`config.mk`:
```
export PLATFORM = sky130hd
export DESIGN_NAME = absolute_position_receiver
export DESIGN_NICKNAME = d
export VERILOG_FILES = /design/src/abs_rx_pkg.sv /design/src/pos_fifo.sv /design/src/absolute_position_receiver.sv
export VERILOG_INCLUDE_DIRS = /design/src /design/src/src
export SDC_FILE = /design/constraint.sdc
export NUM_CORES = 1
export LEC_CHECK = 0
export BUFFER_PORTS_ARGS = -buffer_cell sky130_fd_sc_hd__buf_2
export CAP_MARGIN = 5
export CORE_ASPECT_RATIO = 0.75
export CORE_MARGIN = 1.5
export CORE_UTILIZATION = 25
export CTS_CLUSTER_DIAMETER = 120
export DETAILED_ROUTE_END_ITERATION = 6
export PLACE_DENSITY = 0.5
export SETUP_SLACK_MARGIN = 0.1
export SYNTH_ARGS = -nofsm -noshare
export SYNTH_HDL_FRONTEND = slang
export SYNTH_HIERARCHICAL = 1
export SYNTH_SLANG_ARGS = --single-unit
```
`constraint.sdc`:
```
create_clock -name clk -period 15.1 [get_ports clk]
set_clock_uncertainty 0.15 [all_clocks]
set_input_delay 2.265 -clock clk [delete_from_list [all_inputs] [get_ports clk]]
set_output_delay 2.265 -clock clk [all_outputs]
set_load 0.005 [all_outputs]
```
`src/abs_rx_map.svh`:
```
// Clock, counts, scale, unit codes and timing constants of the absolute position receiver.
`ifndef ABS_RX_MAP_SVH
`define ABS_RX_MAP_SVH
`define CLK_MHZ          250
`define SAMPLE_DELAY_MS  10
`define SAMPLE_DELAY_CYC (`SAMPLE_DELAY_MS * 1000 * `CLK_MHZ)
`define MODE_TMO_MS      1000
`define REQ_TMO_MS       1000
`define RDY_TMO_MS       1000
`define RETRY_WAIT_MS    100
`define TOTAL_SLICES     19
`define DATA_SLICES      16
`define MAX_RETRIES      3
`define MM_SCALE         10
`define PULSE_UNIT       2'd3
`define MM_UNIT          2'd0
`endif

```
`src/abs_rx_pkg.sv`:
```
// Types of the absolute position receiver.
package abs_rx_pkg;
	typedef enum logic [2:0] {
		ST_IDLE, ST_MODE, ST_REQ, ST_SETTLE, ST_DROP, ST_CHECK, ST_WAIT
	} rx_state_t;
endpackage

```
`src/pos_fifo.sv`:
```
// Small flip-flop FIFO for received positions.
`timescale 1ns/1ps
`default_nettype none
module pos_fifo #(
	parameter int WIDTH = 32,
	parameter int DEPTH = 8
) (
	input  wire logic             clk,
	input  wire logic             rst_b,
	input  wire logic             in_valid,
	output logic                  in_ready,
	input  wire logic [WIDTH-1:0] in_data,
	output logic                  out_valid,
	input  wire logic             out_ready,
	output logic      [WIDTH-1:0] out_data
);
	localparam int AW = $clog2(DEPTH);
	logic [WIDTH-1:0] mem [DEPTH];
	logic [AW-1:0]    wp, rp, next_wp, next_rp;
	logic [AW:0]      cnt, next_cnt;
	logic             push, pop;
	assign in_ready  = (cnt != (AW+1)'(DEPTH));
	assign out_valid = (cnt != '0);
	assign out_data  = mem[rp];
	always_comb
	begin
		push     = in_valid && in_ready;
		pop      = out_valid && out_ready;
		next_wp  = push ? wp + 1'b1 : wp;
		next_rp  = pop ? rp + 1'b1 : rp;
		next_cnt = cnt + {{AW{1'b0}}, push} - {{AW{1'b0}}, pop};
	end
	always_ff @(posedge clk or negedge rst_b)
	begin
		if (!rst_b)
		begin
			wp  <= '0;
			rp  <= '0;
			cnt <= '0;
		end
		else
		begin
			wp  <= next_wp;
			rp  <= next_rp;
			cnt <= next_cnt;
		end
	end
	always_ff @(posedge clk)
	begin
		if (push)
			mem[wp] <= in_data;
	end
endmodule
`default_nettype wire

```
`src/absolute_position_receiver.sv`:
```
// Controller end that reads the absolute position from a servo amplifier.
`include "abs_rx_map.svh"
`timescale 1ns/1ps
`default_nettype none
// Contract
// - Transfer starts at power-up or run rising
// - Alarm or stop release restarts transfer
// - Checksum mismatch retries, three more times
// - Retries exhausted raises checksum error
// - Time mode, request, ready phases; error
// - Each step gives two bits, staged
// - Position shifted into one 32-bit register
// - Wait 10 ms before sampling bits
// - Non-pulse unit multiplies by constant K
// - Millimetre unit with K zero multiplies feed by ten
// - Nineteen two-bit receptions per transfer
// - Sixteen receptions carry position data
module absolute_position_receiver #(
	parameter int SAMPLE_CYC = `SAMPLE_DELAY_CYC,
	parameter int MODE_CYC   = `MODE_TMO_MS * 1000 * `CLK_MHZ,
	parameter int REQ_CYC    = `REQ_TMO_MS * 1000 * `CLK_MHZ,
	parameter int RDY_CYC    = `RDY_TMO_MS * 1000 * `CLK_MHZ,
	parameter int WAIT_CYC   = `RETRY_WAIT_MS * 1000 * `CLK_MHZ,
	parameter int DEPTH      = 8
) (
	input  wire logic        clk,
	input  wire logic        rst_b,
	input  wire logic        servo_enable,
	input  wire logic        run_state,
	input  wire logic        alarm_reset,
	input  wire logic        estop_release,
	input  wire logic [1:0]  unit_setting,
	input  wire logic [9:0]  scale_k,
	input  wire logic        data_bit0_in,
	input  wire logic        data_bit1_in,
	input  wire logic        send_ready_in,
	output logic             servo_enable_out,
	output logic             transfer_mode_out,
	output logic             position_request_out,
	output logic             link_error_out,
	output logic             sum_error_out,
	output logic             busy,
	output logic             pos_valid,
	input  wire logic        pos_ready,
	output logic [31:0]      pos_data
);
	logic [31:0] pos, next_pos;
	logic [5:0]  csum, next_csum;
	logic [5:0]  sum, next_sum;
	logic [1:0]  stage, next_stage;
	logic [4:0]  slice, next_slice;
	logic [1:0]  tries, next_tries;
	logic [31:0] tmr, next_tmr;
	logic        link_err, next_link_err, sum_err, next_sum_err;
	logic        run_q, se_q, pend, next_pend;
	logic        push, fifo_rdy;
	logic [31:0] scaled;
	abs_rx_pkg::rx_state_t st, next_st;

	logic start_ev;
	assign start_ev = (servo_enable && !se_q)
		|| (run_state && !run_q && servo_enable)
		|| alarm_reset || estop_release;

	// Non-pulse units are scaled by K; the millimetre case uses 10 when K is zero.
	always_comb
	begin
		if (unit_setting == `PULSE_UNIT)
			scaled = pos;
		else if (unit_setting == `MM_UNIT && scale_k == '0)
			scaled = 32'(pos * `MM_SCALE);
		else
			scaled = 32'(pos * {22'h0, scale_k});
	end

	always_comb
	begin
		next_st       = st;
		next_pos      = pos;
		next_csum     = csum;
		next_sum      = sum;
		next_stage    = stage;
		next_slice    = slice;
		next_tries    = tries;
		next_tmr      = tmr + 32'h1;
		next_link_err = link_err;
		next_sum_err  = sum_err;
		next_pend     = pend || start_ev;
		push          = 1'b0;
		case (st)
		abs_rx_pkg::ST_IDLE:
			if (next_pend && servo_enable)
			begin
				next_pend     = 1'b0;
				next_st       = abs_rx_pkg::ST_MODE;
				next_tmr      = '0;
				next_tries    = '0;
				next_slice    = '0;
				next_sum      = '0;
				next_link_err = 1'b0;
				next_sum_err  = 1'b0;
			end
		abs_rx_pkg::ST_MODE:
			// In mode the amplifier turns ready on to invite a request.
			if (send_ready_in)
			begin
				next_st  = abs_rx_pkg::ST_REQ;
				next_tmr = '0;
			end
			else if (tmr >= 32'(MODE_CYC))
			begin
				next_link_err = 1'b1;
				next_st       = abs_rx_pkg::ST_IDLE;
			end
		abs_rx_pkg::ST_REQ:
			if (!send_ready_in)
			begin
				next_st  = abs_rx_pkg::ST_SETTLE;
				next_tmr = '0;
			end
			else if (tmr >= 32'(REQ_CYC))
			begin
				next_link_err = 1'b1;
				next_st       = abs_rx_pkg::ST_IDLE;
			end
		abs_rx_pkg::ST_SETTLE:
			if (tmr >= 32'(SAMPLE_CYC))
			begin
				next_stage = {data_bit1_in, data_bit0_in};
				next_slice = slice + 5'd1;
				if (slice < 5'(`DATA_SLICES))
				begin
					next_pos = {next_stage, pos[31:2]};
					next_sum = sum + {4'h0, next_stage};
				end
				else
					next_csum = {next_stage, csum[5:2]};
				next_st  = abs_rx_pkg::ST_DROP;
				next_tmr = '0;
			end
		abs_rx_pkg::ST_DROP:
			if (send_ready_in)
			begin
				next_tmr = '0;
				if (slice == 5'(`TOTAL_SLICES))
					next_st = abs_rx_pkg::ST_CHECK;
				else
					next_st = abs_rx_pkg::ST_REQ;
			end
			else if (tmr >= 32'(RDY_CYC))
			begin
				next_link_err = 1'b1;
				next_st       = abs_rx_pkg::ST_IDLE;
			end
		abs_rx_pkg::ST_CHECK:
			if (csum == sum)
			begin
				if (fifo_rdy)
				begin
					push    = 1'b1;
					next_st = abs_rx_pkg::ST_IDLE;
				end
			end
			else if (tries == 2'(`MAX_RETRIES))
			begin
				next_sum_err = 1'b1;
				next_st      = abs_rx_pkg::ST_IDLE;
			end
			else
			begin
				next_tries = tries + 2'd1;
				next_st    = abs_rx_pkg::ST_WAIT;
				next_tmr   = '0;
			end
		abs_rx_pkg::ST_WAIT:
			if (tmr >= 32'(WAIT_CYC))
			begin
				next_st    = abs_rx_pkg::ST_MODE;
				next_slice = '0;
				next_sum   = '0;
				next_tmr   = '0;
			end
		default:
			next_st = abs_rx_pkg::ST_IDLE;
		endcase
	end

	always_ff @(posedge clk or negedge rst_b)
	begin
		if (!rst_b)
		begin
			st       <= abs_rx_pkg::ST_IDLE;
			pos      <= '0;
			csum     <= '0;
			sum      <= '0;
			stage    <= '0;
			slice    <= '0;
			tries    <= '0;
			tmr      <= '0;
			link_err <= 1'b0;
			sum_err  <= 1'b0;
			pend     <= 1'b0;
			run_q    <= 1'b0;
			se_q     <= 1'b0;
		end
		else
		begin
			st       <= next_st;
			pos      <= next_pos;
			csum     <= next_csum;
			sum      <= next_sum;
			stage    <= next_stage;
			slice    <= next_slice;
			tries    <= next_tries;
			tmr      <= next_tmr;
			link_err <= next_link_err;
			sum_err  <= next_sum_err;
			pend     <= next_pend;
			run_q    <= run_state;
			se_q     <= servo_enable;
		end
	end

	assign servo_enable_out     = servo_enable;
	assign transfer_mode_out    = (st != abs_rx_pkg::ST_IDLE)
		&& (st != abs_rx_pkg::ST_WAIT);
	// Request stays up through the settle wait and drops after sampling or on a request timeout.
	assign position_request_out = (st == abs_rx_pkg::ST_REQ)
		|| (st == abs_rx_pkg::ST_SETTLE);
	assign link_error_out       = link_err;
	assign sum_error_out        = sum_err;
	assign busy                 = (st != abs_rx_pkg::ST_IDLE);

	pos_fifo #(
		.WIDTH (32),
		.DEPTH (DEPTH)
	) u_pos_fifo (
		.clk       (clk),
		.rst_b     (rst_b),
		.in_valid  (push),
		.in_ready  (fifo_rdy),
		.in_data   (scaled),
		.out_valid (pos_valid),
		.out_ready (pos_ready),
		.out_data  (pos_data)
	);
endmodule
`default_nettype wire

```
* Word-level counts from Yosys, hierarchy flattened *
Memory sizes are Yosys's and may differ from the RTL's.
Cells that the tools add are included.

storage, ports and cells
  bits in writable memories = 256
  memories kept = 1
  bits of input ports = 22
  word-level logic and storage cells = 135
  register bits after elaboration = 101

operators by class
  mux-type cells = 50
  add/subtract/negate cells = 8
  multiply operators = 2
  bitwise gates (word level) = 1
  magnitude comparators = 4
  reductions and logical operators = 32
  equality and inequality tests = 22

memories
  name            depth  width  rd ports  clocked after memory_dff  write ports  line            text
  u_pos_fifo.mem  8      32     1         0                         1            pos_fifo.sv:18  logic [WIDTH-1:0] mem [DEPTH];

operators by type and width
  operator                 count
  $mux W32                 9
  $pmux W32 S6             1
  $mux W3                  11
  $add A32 B1 Y32 const B  1
  $ge A32 B22 Y1 const B   1
  $ge A32 B25 Y1 const B   1
  $ge A32 B28 Y1 const B   1
  $mul A32 B10 Y32         1
  $mul A32 B3 Y31 const B  1
  $mux W6                  4
  $pmux W3 S7              1
  $reduce_and A4 Y1        5
  $ne A2 B2 Y1 const B     9
  $pmux W6 S3              1
  $mux W5                  3
  $pmux W5 S3              1
  $mux W1                  13
  $logic_not A10 Y1        1
  $eq A3 B3 Y1 const B     3
  $reduce_bool A3 Y1       3
  $logic_and A1 B1 Y1      8
  $add A3 B1 Y3 const B    2
  $add A6 B2 Y6            1
  $eq A3 B2 Y1 const B     2
  other kinds (26)         35

* Logic depth before layout (Yosys ltp) *
Gate-level depths: netlist of run 1.

  depth after elaboration = 10
  depth in mapped cells = 22
  depth with buffers taken out = 20

* By module *
The synthesis of run 1 kept the hierarchy.

modules (own cells, without submodules)
  module                      times used  sequential area each (um2)  area each (um2)  cells an instance
  absolute_position_receiver  1           2,277.2                     14,874.3         1,708
  pos_fifo                    1           7,937.6                     10,313.6         426

* Least setup slack after synthesis of run 1 *
No wires, ideal clock.

  kind = input to register
  start point = in scale_k[3]
  end point = mem u_pos_fifo.mem[0][31], data pin
  library setup time = 0.277 ns
  setup slack = 6.855 ns
  stages on the path = 20
  required time = 14.673 ns
  arrival = 7.818 ns
  path through = clkbuf_1 buf_1 nand2_1 fa_1 inv_1 fa_1 fa_1 fa_1 inv_1 fa_1 inv_1 ha_1 a21o_1 a21o_1 a2111oi_2 nand3_1 a311o_1 a21oi_2 xnor2_1 a211oi_1

between the ends
  cells in the longest elaborated chain, start to end = 4
  elaborated cells between the ends (all ways) = 5
  classes of those cells = 1 x mul; 2 x mux; 2 x reduce/logical

ends and longest elaborated chain
  item                                                      line                              text
  start: declaration                                        absolute_position_receiver.sv:33  input wire logic [9:0] scale_k,
  branches (longest 2 deep; another with $mul A32 B10 Y32)  n/a
  $mux W32 (*)                                              absolute_position_receiver.sv:70  else if (unit_setting == `MM_UNIT && scale_k == '0)
  $mux W32 (*)                                              absolute_position_receiver.sv:68  if (unit_setting == `PULSE_UNIT)
  named net scaled[31]                                      absolute_position_receiver.sv:57  logic [31:0] scaled;
  end: declaration                                          pos_fifo.sv:18

Mark *: on every way through the listed nets, which the timed path passes.

* Worst setup path in the final report of run 1 *
  start point = in scale_k[3]
  end point = mem u_pos_fifo.mem[1][22], data pin

Same word-level chain as after synthesis.

==> results.md, run 1 <==
- Setup slack on the worst reg-to-reg path comes out at 7950 ps.
- Post-CTS repair changed the size of 0 cells.
- The overall routing resource usage is 12.38%.
- In the routed layout, each cell is associated on average with a via count of 4.637.
- Prior to clock tree synthesis, the placed netlist has a worst setup slack of 6048 ps.
- The worst hold endpoint is tmr[0].
- The worst min-delay path category is flip-flop to flip-flop.
- The vertical die dimension is 277.9 um.
- The actual transition at the worst max-transition pin is 1082 ps.
- Of the cells placed in the final design, the portion with a size suffix greater than 1 is 13.08%.
- Of all nets on the critical path, the largest fanout is 30.
- In this run the static leakage power is 0.01197 uW.
- The fmax is 116.0 MHz.
- Setup slack closes at 6477 ps.
- The area growth from synthesis to layout is 11.67%.
- The mean instance size in the synthesized netlist is 11.80 um^2.
- Counting flops with a built-in enable in the synthesized netlist gives 256.
- The overall die area is 0.1027 mm^2.
- Max-cap violations in this run came to 0.
- The final number of hold-violating endpoints is 0.
- Clock tree synthesis selected as its root buffer the cell clkbuf_16.
- STA classifies the critical path startpoint as an input pin.
- The congestion estimate from routability-driven global placement came to 0.8305.
- The fraction of post-synthesis cell area in the top cell type by area is 30.52%.
- 61 I/O pins were placed.
- The total standard cell area after synthesis is 0.02519 mm^2.
- The total of endpoints with negative setup slack in the final report is 0.
- The clock tree from TritonCTS is yes.
- The first-pass iteration count of the detailed router is 5.
- In this run, the number of DRC markers left after iteration 0 of detailed routing was 1092.
- The post-route antenna net violation count is 0.
- Leaving out fill and tap cells, the most frequent cells in the layout are edfxtp_1, inv_1, nand2_1, fa_1, and2_1.
- The worst slew margin relative to its limit is 27.86%.
- At the worst endpoint, the required time is 15200 ps.
- Data arrives at the worst endpoint at 8720 ps.
- The endpoint of the worst register-to-register path is u_pos_fifo/mem[3][27].
- Summed over all layers, the routed wires come to 61990 um.
- In the synthesized netlist the async set-or-reset flop fraction comes to 28.29%.
- The half-perimeter wire length of the detailed placement result is 42320 um.
- The largest area contributor in the synthesized netlist is edfxtp_1.
- The length in cells of the worst reg-to-reg path is 18.
- During synthesis, Yosys emitted a total of 6 warnings.
- Once the floorplan was initialized, standard cells occupied 25.29% of the core.
- The clock passes through at most 3 buffers.
- Registers take 0.01022 mm^2.
- The number of inserted diodes is 0.
- The count of vias placed by the detailed router is 16219.
- The first-pass GRT wire length is 100800 um.
- The synthesized netlist contains 92 unique library cells.
- The aggregate global routing overflow is 0.
- Synthesis produced a netlist whose cell count is 2134.
- The class of the most critical setup path is input pin to flip-flop.
- The max-slew violation total from the final report is 0.
- For this run, the leading register cell type out of synthesis is edfxtp_1.
- The number of placed cells counting well taps is 3432.
- In this run the power density over the cells is 97.84 mW/mm^2.
- The number of global-route vias before repair was 17325.
- The post-synthesis register bit count is 357.
- The total number of H-tree levels is 2.
- The post-synthesis sequential area ratio is 40.55%.
- Dividing the final minimum period by the clock period gives 57.11%.
- The launch point of the worst hold path is tmr[0].
- The number of setup buffers added after CTS is 0.
- For this design, the sink count on the clock tree is 357.
- The endpoint class of the critical path is a flip-flop.
- Setup repair after global routing left no endpoint under its margin.
- Along the worst hold path, the cell count comes to 1.
- The most common library cell in the layout ignoring fill and taps is edfxtp_1.
- The largest vdd supply drop is 0.00008128 V.
- The net total in the final layout is 2482.
- The area occupied by multi-input gates is 0.01361 mm^2.
- The run finished with clean final reports.
- For the finished layout, the period the worst path requires is 8623 ps.
- The floorplan step set the die width to 369.5 um.
- The initial antenna violation count is 1.
- The detailed-route wire length per cell is 17.72 um.
- After clock tree synthesis, the clock-pin slew on the worst setup and hold paths is 60 ps.
- The number of buffers added by the clock tree synthesis step is 36.
- After detailed routing, the number of remaining DRC violations is 0.
- The later-pin clock latency in the skew report is 540 ps.
- Synthesis produced a netlist with a net count of 2472.
- In the final timing run, aggregate negative setup slack is 0 ps.
- The fill cell instance count of the final layout is 10260.
- The finished layout holds 3498 standard cells, fillers aside.
- After synthesis, the cell types taking the most area are edfxtp_1, fa_1, dfrtp_1.
- The count of buffers added on input and output ports is 60.
- The startpoint identified for the worst register-to-register timing path is pos[7].
- The number of buffers inserted by hold repair at cts is 0.
- The largest net degree at the start of global routing is 65.
- The region available for standard cell placement spans 0.09960 mm^2.
- The number of placement rows is 100.
-- Yosys cell counts (16+ instances only) --
master    count
dfrtp_1     101
fa_1        201
a21o_1       16
a21oi_1      69
mux4_2       39
nand3_1      36
nor3_1       24
and3_1       16
mux2_2       74
clkbuf_1     79
a31oi_1      17
and2_1      149
mux4_1       25
o21ai_0      50
nand2_1     213
nor2_1      112
xor2_1       33
xnor2_1      67
edfxtp_1    256
ha_1        115
inv_1       232
-- flip-flops by register name (all words and copies together), names as in the netlist --
name / flops
u_pos_fifo/mem: 256
pos: 32
tmr: 32
csum: 6
sum: 6
slice: 5
u_pos_fifo/cnt: 4
st: 3
u_pos_fifo/rp: 3
u_pos_fifo/wp: 3
tries: 2
link_error_out: 1
pend: 1
run_q: 1
se_q: 1
sum_error_out: 1
-- area by class of cell --
type | count | share of cell area [%]
inverter | 232 | 3.096
timing repair buffer | 77 | 1.530
tap | 1326 | 5.899
sequential | 357 | 36.34
clock buffer | 42 | 3.430
clock inverter | 24 | 1.317
multi-input combinational | 1440 | 48.39
-- worst max-delay path by stage --
stage	end	from
floorplan	u_pos_fifo/mem[0][31]	scale_k[3]
global placement	u_pos_fifo/mem[0][28]	scale_k[3]
detailed placement	u_pos_fifo/mem[3][22]	scale_k[3]
CTS	u_pos_fifo/mem[7][27]	scale_k[3]
global route	u_pos_fifo/mem[0][31]	scale_k[3]
finish	u_pos_fifo/mem[1][22]	scale_k[3]
-- critical path: stages --
cell       delay (ps)
buf_2             550
nand2_1           200
fa_1              580
inv_1              60
fa_1              500
inv_1              50
fa_1              480
inv_1              60
fa_1              530
inv_1              60
fa_1              530
inv_1              40
ha_1              260
or3_1             370
o22ai_1           440
o31ai_2           250
a31o_2            330
a2111oi_0         510
o31ai_1           140
a21oi_1           480
-- power by group --
group / switching [uW] / internal (uW)
clock network: 393 / 617
registers: 58.5 / 1070
logic: 319 / 292
total: 770 / 1980
-- metrics by stage --
step	util (%)	instance area, um^2	power, uW	hold slack [ps]
5_1_grt	28.24	28130	2895	359.5
3_3_place_gp	26.90	26790	1782	311.4
6_report	28.24	28130	2752	331.1
3_5_place_dp	26.90	26790	1793	325.9
2_1_floorplan	-	25190	1589	292.2
4_1_cts	28.24	28130	2812	340.9
-- routing by layer --
| metal | GRT usage [%] | routed length (um) |
|---|---|---|
| met4 | 2.153 | 972 |
| met2 | 20.48 | 29190 |
| met5 | 0 | 0 |
| met3 | 1.860 | 2704 |
| met1 | 17.27 | 29120 |
-- logic make-up after synthesis --
group	Yosys count	synth area share, %
compound gates	258	6.820
fa+ha+maj	316	21.69
xor+xnor	100	3.477
mux	141	9.523
buf+inv	337	5.603
flops	357	40.55
simple gates	625	12.33
Power figures use the tool's default switching activity.
==> inputs of run 2 (changes only) <==
- clock period: 15.1 -> 8.8 ns (I/O delays scaled with it)
==> run 2 against run 1 <==
Sequential power increased by 72%; via count is essentially flat; worst hold slack improved by 9.8 ps; register-to-register slack lost 6500 ps; combinational power increased by 72%; wire length shrank 0.90%; largest cell class unchanged; global-route usage decreased by 0.16 points; final cell count is 0.31% higher; critical path type unchanged; non-clock buffer count rose by 13; critical path depth unchanged; critical endpoint is now u_pos_fifo/mem[7][27]; largest power group unchanged.
==> results.md, run 2 (synthesized netlist as in run 1, its figures left out) <==
- The initial cell density of the core is 25.29%.
- The fraction of layout cells with a size suffix above 1 is 13.15%.
- The final weighted congestion of routability-driven global placement is 0.8104.
- Setup repair after global routing left no endpoint under its margin.
- The total of cells resized after clock tree synthesis is 0.
- The fill cell instance count of the final layout is 10288.
- The vertical die dimension is 277.9 um.
- The startpoint identified for the worst hold timing path is sum_error_out.
- The class of the most critical setup path is input pin to flip-flop.
- The post-route non-filler standard cell count is 3509.
- The root buffer cell is clkbuf_16.
- The per-cell via count in the routed design is 4.618.
- The critical path starts at scale_k[2].
- The first TritonRoute pass finished after 5 iterations.
- The largest registers in the layout are u_pos_fifo/mem x256, pos x32, tmr x32.
- After detailed routing, the number of remaining DRC violations is 0.
- The nature of the critical path startpoint is an input pin.
- Global routing used 12.22% of the available tracks.
- Along the worst path, the maximum fanout reaches 17.
- On the worst path, the slowest cell contributes a delay of 830 ps.
- Counting the buffers created by CTS gives 35.
- The length in cells of the worst reg-to-reg path is 17.
- Measured along the x axis, the die boundary spans 369.5 um.
- u_pos_fifo/mem holds more flip-flops than any other register.
- The leakage power of the design is 0.01194 uW.
- In this run, the number of DRC markers left after iteration 0 of detailed routing was 1190.
- The layout-stage area growth over the synthesis result is 11.29%.
- The startpoint of the most critical register-to-register path is pos[9].
- The detailed-route wire length per cell is 17.51 um.
- The number of placed cells counting well taps is 3445.
- The total number of cells along the worst setup path is 20.
- The number of setup buffers added after CTS is 0.
- The register with the most flip-flops in the layout has 256 of them.
- The number of placement rows is 100.
- In this run the standard cell core region covers 0.09960 mm^2.
- The first-pass GRT wire length is 99300 um.
- The number of global-route vias before repair is 17297.
- The flow ran to the end, and the final reports show no timing, DRC or antenna violations.
- In this run the deepest clock path goes through 3 buffers.
- Among the stages of the critical path, the cell type that occurs most often is fa_1.
- The later-pin clock latency in the skew report is 550 ps.
- The category of cells accounting for the largest share of critical-path delay is adder cells.
- STA classifies the critical path endpoint as a flip-flop.
- At the worst endpoint, the arrival time is 7980 ps.
- The slowest cell on the critical path is nor4_1.
- The most common library cell in the layout ignoring fill and taps is edfxtp_1.
- The number of instances on the worst hold path is 1.
- For this design the ratio of total power to cell area is 160.8 mW/mm^2.
- The part of the cycle the worst path needs is 89.45%.
- CTS built an H-tree with a depth of 2.
- In this run the tightest slew margin relative to its limit is 26.23%.
- The final layout contains routed wiring with a total length of 61430 um.
- For the finished layout, the period the worst path requires is 7872 ps.
- The critical path goes through buf_2 > buf_4 > nand2_1 > fa_1 > inv_1 > fa_1 > fa_1 > fa_1 > inv_1 > fa_1 > inv_1 > ha_1 > nand4_1 > nor4_1 > o211ai_1 > a21o_1 > a311oi_1 > xor2_1 > nand2_1 > a31oi_1.
- The clock tree from TritonCTS is yes.
- Setup violations remaining at the end of the flow were counted as 0.
- Summing over every cut layer, the via total after detailed routing is 16205.
- The worst min-delay path category is flip-flop to flip-flop.
- The number of port buffers is 60.
- The final core area utilization is 28.14%.
- The max-slew violation total from the final report came to 0.
- The total overflow left after global routing is 0.
- The repair_antennas step left the layout with diodes totalling 0.
- The tree built by TritonCTS fans out to 357 sinks.
- The number of hold buffers added after CTS was 0.
- The final number of hold-violating endpoints is 0.
- Setup total negative slack on the finished layout was measured at 0 ps.
- The required time at the endpoint of the critical path is 8910 ps.
- The actual transition at the worst max-transition pin is 1107 ps.
- The fmax is 127.0 MHz.
- Entering global routing, the biggest net connects 58 pins.
- The max-capacitance violation count is 0.
- The initial antenna violation count came to 4.
- Detailed placement ended at an HPWL of 42520 um.
- The top cell types in the final layout, fill and taps aside, are edfxtp_1, inv_1, nand2_1, fa_1, and2_1.
- The number of placed I/O pins is 61.
- The detail route stage leaves a number of antenna-violating nets equal to 0.
- The number of buffer and inverter instances along the worst setup path is 5.
- The net total in the final layout is 2494.
- The floorplan step defined a die boundary enclosing 0.1027 mm^2.
- After clock tree synthesis, the clock-pin slew on the worst setup and hold paths is 60 ps.
- IR analysis of the VDD net gives a maximum drop of 0.0001515 V.
==> run 2: metal layers <==
layer	track usage, %	wire (um)	up-vias
li1	-	-	7434
met1	17.34	29080	8338
met2	19.61	28370	362
met3	2.012	2993	71
met4	2.364	990	0
met5	0	0	-
==> run 2: final cells by class <==
class	count	area (um^2)	share of cell area, %
Multi-Input combinational cell	1440	13610	48.56
Sequential cell	357	10220	36.46
Tap cell	1326	1659	5.919
Clock buffer	47	952.2	3.397
Inverter	232	870.8	3.107
Timing Repair Buffer	90	528.0	1.884
Clock inverter	17	188.9	0.6740
==> run 2: report_power, final <==
| group | switching [uW] | internal, uW | total, uW |
|---|---|---|---|
| sequential | 98.5 | 1840 | 1940 |
| clock | 660 | 859 | 1520 |
| combinational | 546 | 502 | 1050 |
==> run 2: worst paths after layout <==
path                                          to  slack [ps]
hold reg to reg                    sum_error_out         340
max in group asynchronous       u_pos_fifo/rp[0]        6620
min in group asynchronous                tmr[13]         630
setup reg to reg           u_pos_fifo/mem[7][27]        1480
setup / recovery           u_pos_fifo/mem[7][27]         930
hold / removal                     sum_error_out         340
==> run 2: per-stage QoR <==
stage	instance area [um^2]	power [uW]	hold slack (ps)	worst slack, ps
finish	28030	4507	340.9	928.0
global route	28030	4747	355.5	645.1
floorplan	25190	2727	292.2	1500
global placement	26890	3045	312.7	626.8
CTS	28030	4604	344.2	1086
detailed placement	26890	3061	323.5	548.8
